[src/ucrb_pkg.sv]
// Constants and register layout of the core register access bridge
package ucrb_pkg;

  // Byte offsets of the bridge registers
  localparam logic [9:0] UCRB_OFS_DMA_RDVL   = 10'h000;
  localparam logic [9:0] UCRB_OFS_CORE_RDREQ = 10'h004;
  localparam logic [9:0] UCRB_OFS_CORE_RDVL  = 10'h008;
  localparam logic [9:0] UCRB_OFS_INT_STS    = 10'h00C;
  // Address bit that selects the core register window (0x200 to 0x3FF)
  localparam int         UCRB_CORE_WIN_BIT   = 9;

  // Field positions of the core read-request register
  localparam int         UCRB_REQ_BIT        = 31;
  localparam int         UCRB_CLR_BIT        = 30;
  localparam int         UCRB_ADR_MSB        = 9;
  localparam int         UCRB_ADR_LSB        = 2;
  // Done flag position in the interrupt status register
  localparam int         UCRB_DONE_BIT       = 0;

  // Widths
  localparam int         UCRB_DATA_W         = 32;
  localparam int         UCRB_CORE_W         = 16;
  localparam int         UCRB_ADR_W          = 8;
  localparam int         UCRB_DMA_ADR_W      = 6;

  // Reset values
  localparam logic [7:0]  UCRB_ADR_RST       = 8'h00;
  localparam logic [15:0] UCRB_CORE_RST      = 16'h0000;
  localparam logic [31:0] UCRB_WORD_RST      = 32'h0000_0000;

  // AHB transfer type bit that marks NONSEQ or SEQ
  localparam int         UCRB_HTRANS_ACT_BIT = 1;

endpackage : ucrb_pkg

[src/ucrb_bridge.sv]
// AHB-lite slave bridging indirect reads and posted writes to the USB device core
`timescale 1ns/1ps
module ucrb_bridge
  import ucrb_pkg::*;
(
  input  wire logic                      clk,
  input  wire logic                      rst,
  // AHB-lite slave
  input  wire logic                      hsel,
  input  wire logic [9:0]                haddr,
  input  wire logic [1:0]                htrans,
  input  wire logic                      hwrite,
  input  wire logic                      hready,
  input  wire logic [UCRB_DATA_W-1:0]    hwdata,
  output logic                           hreadyout,
  output logic                           hresp,
  output logic      [UCRB_DATA_W-1:0]    hrdata,
  // USB device core register port
  output logic                           core_req,
  output logic                           core_we,
  output logic      [UCRB_ADR_W-1:0]     core_addr,
  output logic      [UCRB_CORE_W-1:0]    core_wdata,
  input  wire logic                      core_ack,
  input  wire logic [UCRB_CORE_W-1:0]    core_rdata,
  // DMA controller read return
  input  wire logic                      dma_rd_done,
  input  wire logic [UCRB_DATA_W-1:0]    dma_rd_data,
  // Done flag level
  output logic                           core_reg_read_done_flag
);

  typedef struct packed {
    logic                      dph_valid;
    logic                      dph_write;
    logic [9:0]                dph_addr;
    logic                      err1;
    logic                      err2;
    logic [UCRB_DATA_W-1:0]    rdata;
    logic                      req;
    logic                      clr;
    logic                      op_wr;
    logic [UCRB_ADR_W-1:0]     adr;
    logic [UCRB_ADR_W-1:0]     cadr;
    logic [UCRB_CORE_W-1:0]    wdata;
    logic                      done;
  } ucrb_state_s;

  ucrb_state_s s_q;
  ucrb_state_s s_d;

  logic [UCRB_DATA_W-1:0] dma_read_value;
  logic [UCRB_CORE_W-1:0] core_read_value;
  logic                   core_load;
  logic                   abort_now;
  logic                   dph_wr;
  logic                   accept;

  //////////////////////////////////////////////////////////////////////////////
  // Read-value registers

  ucrb_capture #(.W(UCRB_DATA_W)) u_dma_value (
    .clk  (clk),
    .rst  (rst),
    .load (dma_rd_done),
    .din  (dma_rd_data),
    .q    (dma_read_value)
  );

  ucrb_capture #(.W(UCRB_CORE_W)) u_core_value (
    .clk  (clk),
    .rst  (rst),
    .load (core_load),
    .din  (core_rdata),
    .q    (core_read_value)
  );

  //////////////////////////////////////////////////////////////////////////////
  // Bus decode helpers

  assign dph_wr    = s_q.dph_valid & s_q.dph_write;
  assign accept    = hsel & htrans[UCRB_HTRANS_ACT_BIT] & hready;
  assign abort_now = dph_wr & (s_q.dph_addr == UCRB_OFS_CORE_RDREQ) & hwdata[UCRB_CLR_BIT];
  assign core_load = s_q.req & ~s_q.op_wr & core_ack & ~abort_now;

  //////////////////////////////////////////////////////////////////////////////
  // Next state

  always_comb begin
    s_d = s_q;
    s_d.clr  = 1'b0;
    s_d.err2 = s_q.err1;
    s_d.err1 = 1'b0;

    // Core completion
    if (s_q.req && core_ack) begin
      s_d.req = 1'b0;
    end

    // Data-phase write effects
    if (dph_wr && !s_q.dph_addr[UCRB_CORE_WIN_BIT]) begin
      unique case (s_q.dph_addr)
        UCRB_OFS_CORE_RDREQ: begin
          if (hwdata[UCRB_CLR_BIT]) begin
            s_d.clr = 1'b1;
            s_d.req = 1'b0;
          end else if (!s_q.req) begin
            s_d.adr = hwdata[UCRB_ADR_MSB:UCRB_ADR_LSB];
            if (hwdata[UCRB_REQ_BIT]) begin
              s_d.req   = 1'b1;
              s_d.op_wr = 1'b0;
              s_d.cadr  = hwdata[UCRB_ADR_MSB:UCRB_ADR_LSB];
            end
          end
        end
        UCRB_OFS_INT_STS: begin
          if (hwdata[UCRB_DONE_BIT]) begin
            s_d.done = 1'b0;
          end
        end
        default: begin
        end
      endcase
    end else if (dph_wr) begin
      s_d.req   = 1'b1;
      s_d.op_wr = 1'b1;
      s_d.cadr  = s_q.dph_addr[UCRB_ADR_MSB:UCRB_ADR_LSB];
      s_d.wdata = hwdata[UCRB_CORE_W-1:0];
    end

    if (core_load) begin
      s_d.done = 1'b1;
    end

    // Address phase
    s_d.dph_valid = 1'b0;
    s_d.dph_write = 1'b0;
    s_d.dph_addr  = haddr;
    s_d.rdata     = UCRB_WORD_RST;
    if (accept) begin
      if (haddr[UCRB_CORE_WIN_BIT] && (s_d.req || s_d.clr)) begin
        s_d.err1 = 1'b1;
      end else begin
        s_d.dph_valid = 1'b1;
        s_d.dph_write = hwrite;
        if (!hwrite) begin
          unique case (haddr)
            UCRB_OFS_DMA_RDVL:   s_d.rdata = dma_read_value;
            UCRB_OFS_CORE_RDREQ: begin
              s_d.rdata[UCRB_REQ_BIT]                = s_d.req;
              s_d.rdata[UCRB_CLR_BIT]                = s_d.clr;
              s_d.rdata[UCRB_ADR_MSB:UCRB_ADR_LSB]   = s_d.adr;
            end
            UCRB_OFS_CORE_RDVL:  s_d.rdata[UCRB_CORE_W-1:0] = core_read_value;
            UCRB_OFS_INT_STS:    s_d.rdata[UCRB_DONE_BIT]   = s_d.done;
            default: begin
            end
          endcase
        end
      end
    end
  end

  //////////////////////////////////////////////////////////////////////////////
  // State register

  always_ff @(posedge clk or posedge rst) begin
    if (rst) begin
      s_q <= '0;
    end else begin
      s_q <= s_d;
    end
  end

  //////////////////////////////////////////////////////////////////////////////
  // Outputs

  assign hreadyout               = ~s_q.err1;
  assign hresp                   = s_q.err1 | s_q.err2;
  assign hrdata                  = s_q.rdata;
  assign core_req                = s_q.req;
  assign core_we                 = s_q.op_wr;
  assign core_addr               = s_q.cadr;
  assign core_wdata              = s_q.wdata;
  assign core_reg_read_done_flag = s_q.done;

endmodule : ucrb_bridge

[src/ucrb_capture.sv]
// Read-value holding register, loaded on a one-cycle strobe
`timescale 1ns/1ps
module ucrb_capture #(
  parameter int W = 32
) (
  input  wire logic         clk,
  input  wire logic         rst,
  input  wire logic         load,
  input  wire logic [W-1:0] din,
  output logic      [W-1:0] q
);

  typedef struct packed {
    logic [W-1:0] val;
  } ucrb_cap_s;

  ucrb_cap_s s_q;
  ucrb_cap_s s_d;

  always_comb begin
    s_d = s_q;
    if (load) begin
      s_d.val = din;
    end
  end

  always_ff @(posedge clk or posedge rst) begin
    if (rst) begin
      s_q <= '0;
    end else begin
      s_q <= s_d;
    end
  end

  assign q = s_q.val;

endmodule : ucrb_capture

[config.mk]
export PLATFORM = sky130hd
export DESIGN_NAME = ucrb_bridge
export DESIGN_NICKNAME = d
export VERILOG_FILES = /design/src/ucrb_pkg.sv /design/src/ucrb_bridge.sv /design/src/ucrb_capture.sv
export SDC_FILE = /design/constraint.sdc
export NUM_CORES = 1
export LEC_CHECK = 0
export BUFFER_PORTS_ARGS = -buffer_cell sky130_fd_sc_hd__buf_4
export CAP_MARGIN = 5
export CELL_PAD_IN_SITES_DETAIL_PLACEMENT = 1
export CELL_PAD_IN_SITES_GLOBAL_PLACEMENT = 1
export CORE_UTILIZATION = 41
export DETAILED_ROUTE_END_ITERATION = 16
export PLACE_DENSITY = 0.79
export SLEW_MARGIN = 25
export SYNTH_ARGS = -nofsm -noshare
export SYNTH_HDL_FRONTEND = slang
export SYNTH_SLANG_ARGS = --single-unit
export TNS_END_PERCENT = 5
[constraint.sdc]
create_clock -name clk -period 4.73 [get_ports clk]
set_clock_uncertainty 0.15 [all_clocks]
set_input_delay 0.7095 -clock clk [delete_from_list [all_inputs] [get_ports clk]]
set_output_delay 0.7095 -clock clk [all_outputs]
set_load 0.01 [all_outputs]
==> results of run 1 <==
-- stage by stage --
stage          hold slack (ps)  cell area (um2)  setup slack, ps
2_1_floorplan              217             5480              430
3_3_place_gp               229             6300             1610
3_5_place_dp               239             6300             1590
4_1_cts                    236             6910             1880
5_1_grt                    248             6910             1740
6_report                   228             6910             1890
-- logic make-up after synthesis --
logic type,count (synthesis),share of synthesized area
AO/OA/AOI/OAI,33,0.0450
flip-flops,129,0.589
multiplexers,88,0.176
buffers and inverters,87,0.100
AND/OR/NAND/NOR,77,0.0893
-- state kept, by name (all words and copies together) (netlist names) --
register / cells
s_d: 1
u_dma_value.q: 32
hrdata: 32
s_q: 21
core_reg_read_done_flag: 1
core_we: 1
core_req: 1
core_wdata: 16
u_core_value.q: 16
core_addr: 8
-- critical path: cells and delay by family, from the launching register on --
kind | cells | cell delay, ps
flops | 1 | 400
compound gates | 1 | 190
simple gates | 3 | 1520
mux | 1 | 440
-- synthesized netlist by cell type, drive strengths merged, types with 3 or more instances --
cell type	number
nor4	5
nand3b	3
buf	65
or2	4
o21ai	8
inv	12
nor3	10
nor4b	14
clkbuf	10
dfrtp	129
mux2i	21
nor2	11
o22a	7
mux2	67
nand2	17
a2bb2oi	7
-- path summary, 6_finish.rpt --
check / start / to / slack [ps]
max: s_q[76] / hrdata[9] / 1890
min: rst / core_wdata[14] / 230
max reg2reg: s_q[76] / hrdata[9] / 1890
min reg2reg: s_d[68] / s_q[68] / 250
max in group asynchronous: rst / hrdata[17] / 3240
min in group clk: s_d[68] / s_q[68] / 250
-- area by class of cell --
cell class                 instances  area [um2]  area share
inverter                          12        47.5     0.00688
tap                              172         215      0.0311
multi-input combinational        198        1700       0.246
timing repair buffer             148        1110       0.161
sequential                       129        3230       0.467
clock inverter                    10         133      0.0192
clock buffer                      22         474      0.0686
-- report_power, final --
part / leakage (nW) / internal (mW) / switching, mW / total [mW]
Clock: 0.292 / 0.866 / 0.465 / 1.33
Sequential: 1.64 / 1.17 / 0.0332 / 1.20
Combinational: 1.37 / 0.133 / 0.0977 / 0.231
Total: 3.30 / 2.17 / 0.596 / 2.76
-- layer usage --
metal / track usage / vias to the layer above / part of all wire
met2: 0.331 / 119 / 0.51
met1: 0.236 / 1801 / 0.42
met3: 0.0644 / 22 / 0.059
li1: - / 1579 / -
met4: 0.0753 / 0 / 0.017
met5: 0 / - / 0
==> impl_metrics.json, run 1 <==
{
  "cts_resized": 0,
  "layout_commonest_cell": "buf_4",
  "yosys_warnings": 0,
  "synth_area_leaders": "dfrtp_1 59%, mux2_2 14%, buf_4 7.7%",
  "synth_flop_cell": "dfrtp_1",
  "finalSetupViolCount": 0,
  "yosys_register_bits": 129,
  "io_buffers": 144,
  "drive_above_1_share": 0.493,
  "yosysTopAreaCell": "dfrtp_1",
  "vias": 3521,
  "fin_cells": 691,
  "critPathSlowestCell": "nor4_4",
  "final_antenna_net_count": 0,
  "die-area_um2": 13800,
  "crit_arrival_ps": 2960,
  "clock_sinks": 129,
  "post-route-period-util": 0.601,
  "reg2reg_depth": 5,
  "max_stage_delay_ps": 830,
  "grt_pass1_vias": 3940,
  "fillCellCount": 1310,
  "grt_max_degree": 49,
  "hold_violations": 0,
  "grt.overflow.total": 0,
  "cts_setup_buffers": 0,
  "synth_edf_count": 0,
  "nets": 605,
  "drt-initial-drc-count": 185,
  "ios": 160,
  "async_flop_share": 1.00,
  "cts.clk_slew.worst_paths_ps": 50,
  "cts_hold_buffers": 0,
  "start_util": 0.427,
  "layout_common_cells": "148 x buf_4, 129 x dfrtp_1, 66 x mux2_2, 21 x mux2i_1",
  "worstSkewPairLatency_ps": 410,
  "criticalPathCategory": "flop to flop",
  "avgSynthCellArea_um2": 13.2,
  "powerDensity_nw_per_um2": 400,
  "worstHoldPathType": "input pin to async pin",
  "worstPathCellList": "or4_1 -> nor4_4 -> mux2_2 -> a32oi_1 -> nor2_1",
  "ir_drop_v": 0.000182,
  "synth_fp_nets": 513,
  "dp_cells": 659,
  "syn_inst": 414,
  "antennaDiodeCount": 0,
  "grt_setup_unrepaired": "false",
  "fin_crit_ps": 2840,
  "start_kind": "flop",
  "yosys.area.top_type_share": 0.589,
  "root_buffer": "clkbuf_16",
  "end_kind": "flop",
  "syn_area_um2": 5480,
  "fin_total_pwr_mw": 2.76,
  "wire_per_inst_um": 18.3,
  "cts_buffer_depth": 2,
  "slew_violations": 0,
  "crit_fanout": 15,
  "grt_pass1_wl_um": 20900,
  "fin_util": 0.539,
  "routed_via_density": 5.10,
  "cts_tree": "built",
  "core_region_area_um2": 12800,
  "grt_util_all_layers": 0.198,
  "antenna_found_initial": 0,
  "routed_wl_um": 12600,
  "htree_levels": 4,
  "num_rows": 41,
  "fmax_ghz": 0.352,
  "slew_headroom": 0.362,
  "synth_seq_area_share": 0.589,
  "place_congestion": 0.862,
  "die_h_um": 118,
  "tns_ps": 0,
  "worst_pin_slew_ps": 949,
  "leakagePower_nw": 3.30,
  "crit_required_ps": 4850,
  "synth.distinct_cells": 41,
  "drc": 0,
  "status": "complete, no violations",
  "dr.pass1.iters": 4,
  "die_w_um": 118,
  "area_growth_pct": 26.2,
  "cts_buffers": 17,
  "drv_cap": 0,
  "dp_hpwl_um": 8690
}
Power figures use the tool's default switching activity.
==> run 2, diff against run 1 <==
--- a/config.mk
+++ b/config.mk
@@ -9,9 +9,9 @@
 export CAP_MARGIN = 5
 export CELL_PAD_IN_SITES_DETAIL_PLACEMENT = 1
 export CELL_PAD_IN_SITES_GLOBAL_PLACEMENT = 1
-export CORE_UTILIZATION = 41
+export CORE_UTILIZATION = 37
 export DETAILED_ROUTE_END_ITERATION = 16
-export PLACE_DENSITY = 0.79
+export PLACE_DENSITY = 0.75
 export SLEW_MARGIN = 25
 export SYNTH_ARGS = -nofsm -noshare
 export SYNTH_HDL_FRONTEND = slang
==> constraint.sdc (replaced) <==
create_clock -name clk -period 2.45 [get_ports clk]
set_clock_uncertainty 0.15 [all_clocks]
set_input_delay 0.3675 -clock clk [delete_from_list [all_inputs] [get_ports clk]]
set_output_delay 0.3675 -clock clk [all_outputs]
set_load 0.01 [all_outputs]
==> impl_metrics.json, run 2 (synthesis results as in run 1) <==
{
  "status": "complete, no violations",
  "end_kind": "flop",
  "grt.overflow.total": 0,
  "die_w_um": 124,
  "grt_util_all_layers": 0.175,
  "layout_commonest_cell": "buf_4",
  "grt_setup_unrepaired": "true",
  "start_kind": "flop",
  "crit_fanout": 14,
  "worstPathCellList": "or4_4 -> nor4_4 -> buf_12 -> mux2i_2 -> o22a_1 -> nor2_1",
  "final_antenna_net_count": 0,
  "die_h_um": 124,
  "grt_max_degree": 54,
  "io_buffers": 144,
  "drv_cap": 0,
  "critPathSlowestCell": "or4_4",
  "routed_via_density": 4.92,
  "ios": 160,
  "setup_slack_ps": 82.4,
  "root_buffer": "clkbuf_16",
  "nets": 625,
  "drc": 0,
  "hold_violations": 0,
  "place_congestion": 0.850,
  "grt_pass1_wl_um": 19700,
  "place_area_um2": 6440,
  "fin_area_um2": 7200,
  "max_stage_delay_ps": 570,
  "worst_pin_slew_ps": 654,
  "cts_tree": "built",
  "slew_violations": 0,
  "post-route-period-util": 0.966,
  "htree_levels": 4,
  "crit_arrival_ps": 2510,
  "core_region_area_um2": 14500,
  "clock_sinks": 129,
  "area_growth_pct": 31.5,
  "fmax_ghz": 0.422,
  "antenna_found_initial": 0,
  "drive_above_1_share": 0.500,
  "wire_per_inst_um": 17.7,
  "routed_wl_um": 12700,
  "crit_required_ps": 2590,
  "worstSkewPairLatency_ps": 400,
  "start_util": 0.378,
  "worstHoldPathType": "input pin to flop",
  "criticalPathCategory": "flop to flop",
  "dp_hpwl_um": 8770,
  "finalSetupViolCount": 0,
  "whs_ps": 34.3,
  "tns_ps": 0,
  "preCtsSetupSlack_ps": -29.4,
  "cts_buffers": 17,
  "antennaDiodeCount": 0,
  "slew_headroom": 0.563,
  "cts_buffer_depth": 2,
  "grt_pass1_vias": 3809,
  "cts.clk_slew.worst_paths_ps": 50,
  "leakagePower_nw": 3.43,
  "fin_crit_ps": 2370,
  "die-area_um2": 15300,
  "fin_total_pwr_mw": 5.31,
  "layout_common_cells": "153 x buf_4, 129 x dfrtp_1, 66 x mux2_2, 18 x mux2i_1, 17 x clkbuf_16",
  "dr.pass1.iters": 4,
  "drt-initial-drc-count": 133,
  "ir_drop_v": 0.000488,
  "powerDensity_nw_per_um2": 738,
  "vias": 3543,
  "num_rows": 44
}
## run 2: changes by cell type in the layout (fill, tap and decap cells not counted), moves of 2 or more
| cell | change |
|---|---|
| buf_12 | +5 |
| mux2i_1 | -3 |
| clkinv_2 | -3 |
| dlygate4sd3_1 | +10 |
| nor4_4 | +2 |
| mux2i_2 | +3 |
| clkbuf_8 | +4 |
| buf_4 | +5 |
## run 2: per-layer routing
metal | vias up | global-route usage | part of all wire
li1 | 1614 | - | -
met1 | 1820 | 0.203 | 0.40
met2 | 101 | 0.303 | 0.52
met3 | 8 | 0.0641 | 0.070
met4 | 0 | 0.0497 | 0.0069
met5 | - | 0 | 0
## run 2: worst paths after layout
check | from | end | slack [ps] | cells after the start
min | haddr[9] | s_q[81] | 30 | 2
max in group asynchronous | rst | u_dma_value.q[23] | 1180 | 4
min reg2reg | s_d[68] | s_q[68] | 250 | 0
min in group asynchronous | rst | u_dma_value.q[7] | 380 | 3
max | s_q[73] | hrdata[7] | 80 | 6
max reg2reg | s_q[73] | hrdata[7] | 80 | 6
## run 2: cell type report
class                           instances  area [um2]
Fill cell                            1496        7280
Sequential cell                       129        3230
Multi-Input combinational cell        198        1750
Timing Repair Buffer                  168        1350
Clock buffer                           25         526
Tap cell                              184         230
Clock inverter                          4        72.6
Inverter                               12        48.8
## run 2: metrics by stage
step,instances,utilization
floorplan,414,-
global placement,679,0.445
detailed placement,679,0.445
CTS,718,0.494
global route,720,0.497
finish,720,0.497
## run 2: worst max-delay path: cells and delay by family, from the launching register on
family,cells,cell delay (ps)
DFF,1,450
and+or+nand+nor,3,980
AOI/OAI and AO/OA,1,190
muxes,1,290
buffers and inverters,1,200
## run 2: timing repair
action	in CTS	in global routing
buffers inserted	0	2
pin swaps	1	4
hold buffers	10	0
resized for setup	3	6
hold endpoints to repair	22	0
endpoints found under the setup margin	32	31
## run 2: power by group
group,internal [mW],switching [mW],total (mW)
Combinational,0.276,0.195,0.472
Clock,1.67,0.853,2.52
Sequential,2.25,0.0657,2.32
Total,4.20,1.11,5.31
==> run 3, diff against run 2 <==
--- a/config.mk
+++ b/config.mk
@@ -11,7 +11,9 @@
 export CELL_PAD_IN_SITES_GLOBAL_PLACEMENT = 1
 export CORE_UTILIZATION = 37
 export DETAILED_ROUTE_END_ITERATION = 16
+export MAX_ROUTING_LAYER = met4
 export PLACE_DENSITY = 0.75
+export REMOVE_ABC_BUFFERS = 1
 export SLEW_MARGIN = 25
 export SYNTH_ARGS = -nofsm -noshare
 export SYNTH_HDL_FRONTEND = slang
==> impl_metrics.json, run 3 (synthesis results as in run 1) <==
{
  "cts_buffer_depth": 2,
  "antenna_found_initial": 0,
  "setup_slack_ps": 93.1,
  "routed_via_density": 4.97,
  "drc": 0,
  "die_w_um": 124,
  "fin_crit_ps": 2360,
  "dr.pass1.iters": 4,
  "fillCellCount": 1496,
  "io_buffers": 144,
  "drv_cap": 0,
  "cts_buffers": 17,
  "clock_sinks": 129,
  "start_util": 0.378,
  "worstHoldPathType": "input pin to flop",
  "layout_commonest_cell": "buf_4",
  "path_delay_family": "simple AND/OR/NAND/NOR gates",
  "r2r_slack_ps": 90,
  "cts_tree": "built",
  "crit_buf_inv": 1,
  "status": "complete, no violations",
  "hold_path_depth": 2,
  "crit_fanout": 6,
  "layout_common_cells": "155 x buf_4, 129 x dfrtp_1, 66 x mux2_2, 21 x mux2i_1",
  "whs_ps": 33.0,
  "max_stage_delay_ps": 540,
  "worstSkewPairLatency_ps": 410,
  "preCtsSetupSlack_ps": 20.3,
  "crit_required_ps": 2590,
  "fin_util": 0.492,
  "critPathSlowestCell": "or4_4",
  "worst_pin_slew_ps": 633,
  "ios": 160,
  "fmax_ghz": 0.424,
  "root_buffer": "clkbuf_16",
  "r2r_start": "s_q[79]",
  "routed_wl_um": 13200,
  "ir_drop_v": 0.000497,
  "num_rows": 44,
  "drt-initial-drc-count": 117,
  "slew_headroom": 0.577,
  "start_kind": "flop",
  "die_h_um": 124,
  "post-route-period-util": 0.962,
  "leakagePower_nw": 3.41,
  "dp_hpwl_um": 8920,
  "htree_levels": 4,
  "place_congestion": 0.799,
  "slew_violations": 0,
  "powerDensity_nw_per_um2": 726,
  "hold_violations": 0,
  "criticalPathCategory": "flop to flop",
  "place_area_um2": 6420,
  "cts.clk_slew.worst_paths_ps": 60,
  "fin_total_pwr_mw": 5.17,
  "final_antenna_net_count": 0,
  "reg2reg_depth": 6,
  "grt.overflow.total": 0,
  "min_delay_worst_endpoint": "u_dma_value.q[15]",
  "antennaDiodeCount": 0,
  "crit_arrival_ps": 2500,
  "reg2reg_to": "hrdata[9]",
  "area_growth_pct": 30.0,
  "grt_pass1_vias": 3947,
  "grt_max_degree": 49,
  "drive_above_1_share": 0.494,
  "grt_pass1_wl_um": 20500,
  "finalSetupViolCount": 0,
  "core_region_area_um2": 14500,
  "grt_util_all_layers": 0.187,
  "die-area_um2": 15300,
  "nets": 626,
  "fin_area_um2": 7120,
  "end_kind": "flop",
  "worstHoldStart": "dma_rd_data[15]",
  "grt_setup_unrepaired": "false",
  "vias": 3600,
  "wire_per_inst_um": 18.2,
  "worstPathCellList": "or4_4 -> nor4_4 -> buf_4 -> mux2_2 -> a32oi_1 -> nor2_1"
}
run 3: changes by cell type in the layout (fill, tap and decap cells not counted), moves of 2 or more:
cell / previous run / this run
buf_12: 5 / 2
buf_4: 153 / 155
clkbuf_8: 7 / 3
clkinv_2: 1 / 5
clkinvlp_4: 2 / 4
mux2i_1: 18 / 21
mux2i_2: 3 / 0
run 3: per-layer routing:
layer	vias up	share of wire	wire [um]	GRT usage
met3	9	0.069	913	0.0641
met4	0	0.0078	102	0.0505
met2	121	0.50	6600	0.310
met1	1849	0.42	5540	0.214
met5	-	0	0	-
li1	1621	-	-	-
run 3: layout make-up:
class                           count  area [um2]  share of cell area
Sequential cell                   129        3230               0.453
Multi-Input combinational cell    198        1720               0.242
Timing Repair Buffer              169        1330               0.187
Clock buffer                       22         474              0.0666
Tap cell                          184         230              0.0323
Clock inverter                     10        85.1              0.0120
Inverter                           12        50.0             0.00703
run 3: worst max path at each step:
stage | from | cells past startpoint | slack [ps] | to
final | s_q[79] | 6 | 90 | hrdata[9]
after global routing | s_q[79] | 6 | 4 | hrdata[9]
after CTS | haddr[7] | 6 | 20 | hrdata[22]
after detailed placement | s_q[79] | 5 | 20 | u_core_value.q[7]
after global placement | s_q[79] | 5 | 60 | u_core_value.q[7]
after floorplan | rst | 1 | -1510 | core_addr[0]
run 3: through the flow:
stage / std cells / TNS, ps
finish: 724 / 0
global route: 724 / 0
CTS: 722 / 0
detailed placement: 680 / 0
global placement: 680 / 0
floorplan: 339 / -198360
run 3: where the power goes:
group / internal, mW / total (mW) / switching (mW)
clock: 1.46 / 2.38 / 0.913
combinational: 0.276 / 0.475 / 0.199
sequential: 2.25 / 2.31 / 0.0622
run 3: timing repair:
| action | 4_1_cts | 5_1_grt |
|---|---|---|
| pin swaps | 1 | 2 |
| gates cloned | 0 | 0 |
| setup endpoints to repair | 4 | 29 |
| setup buffers | 0 | 1 |
| endpoints found under the hold margin | 54 | 0 |
| hold buffers | 10 | 0 |
| gates resized for setup | 0 | 4 |
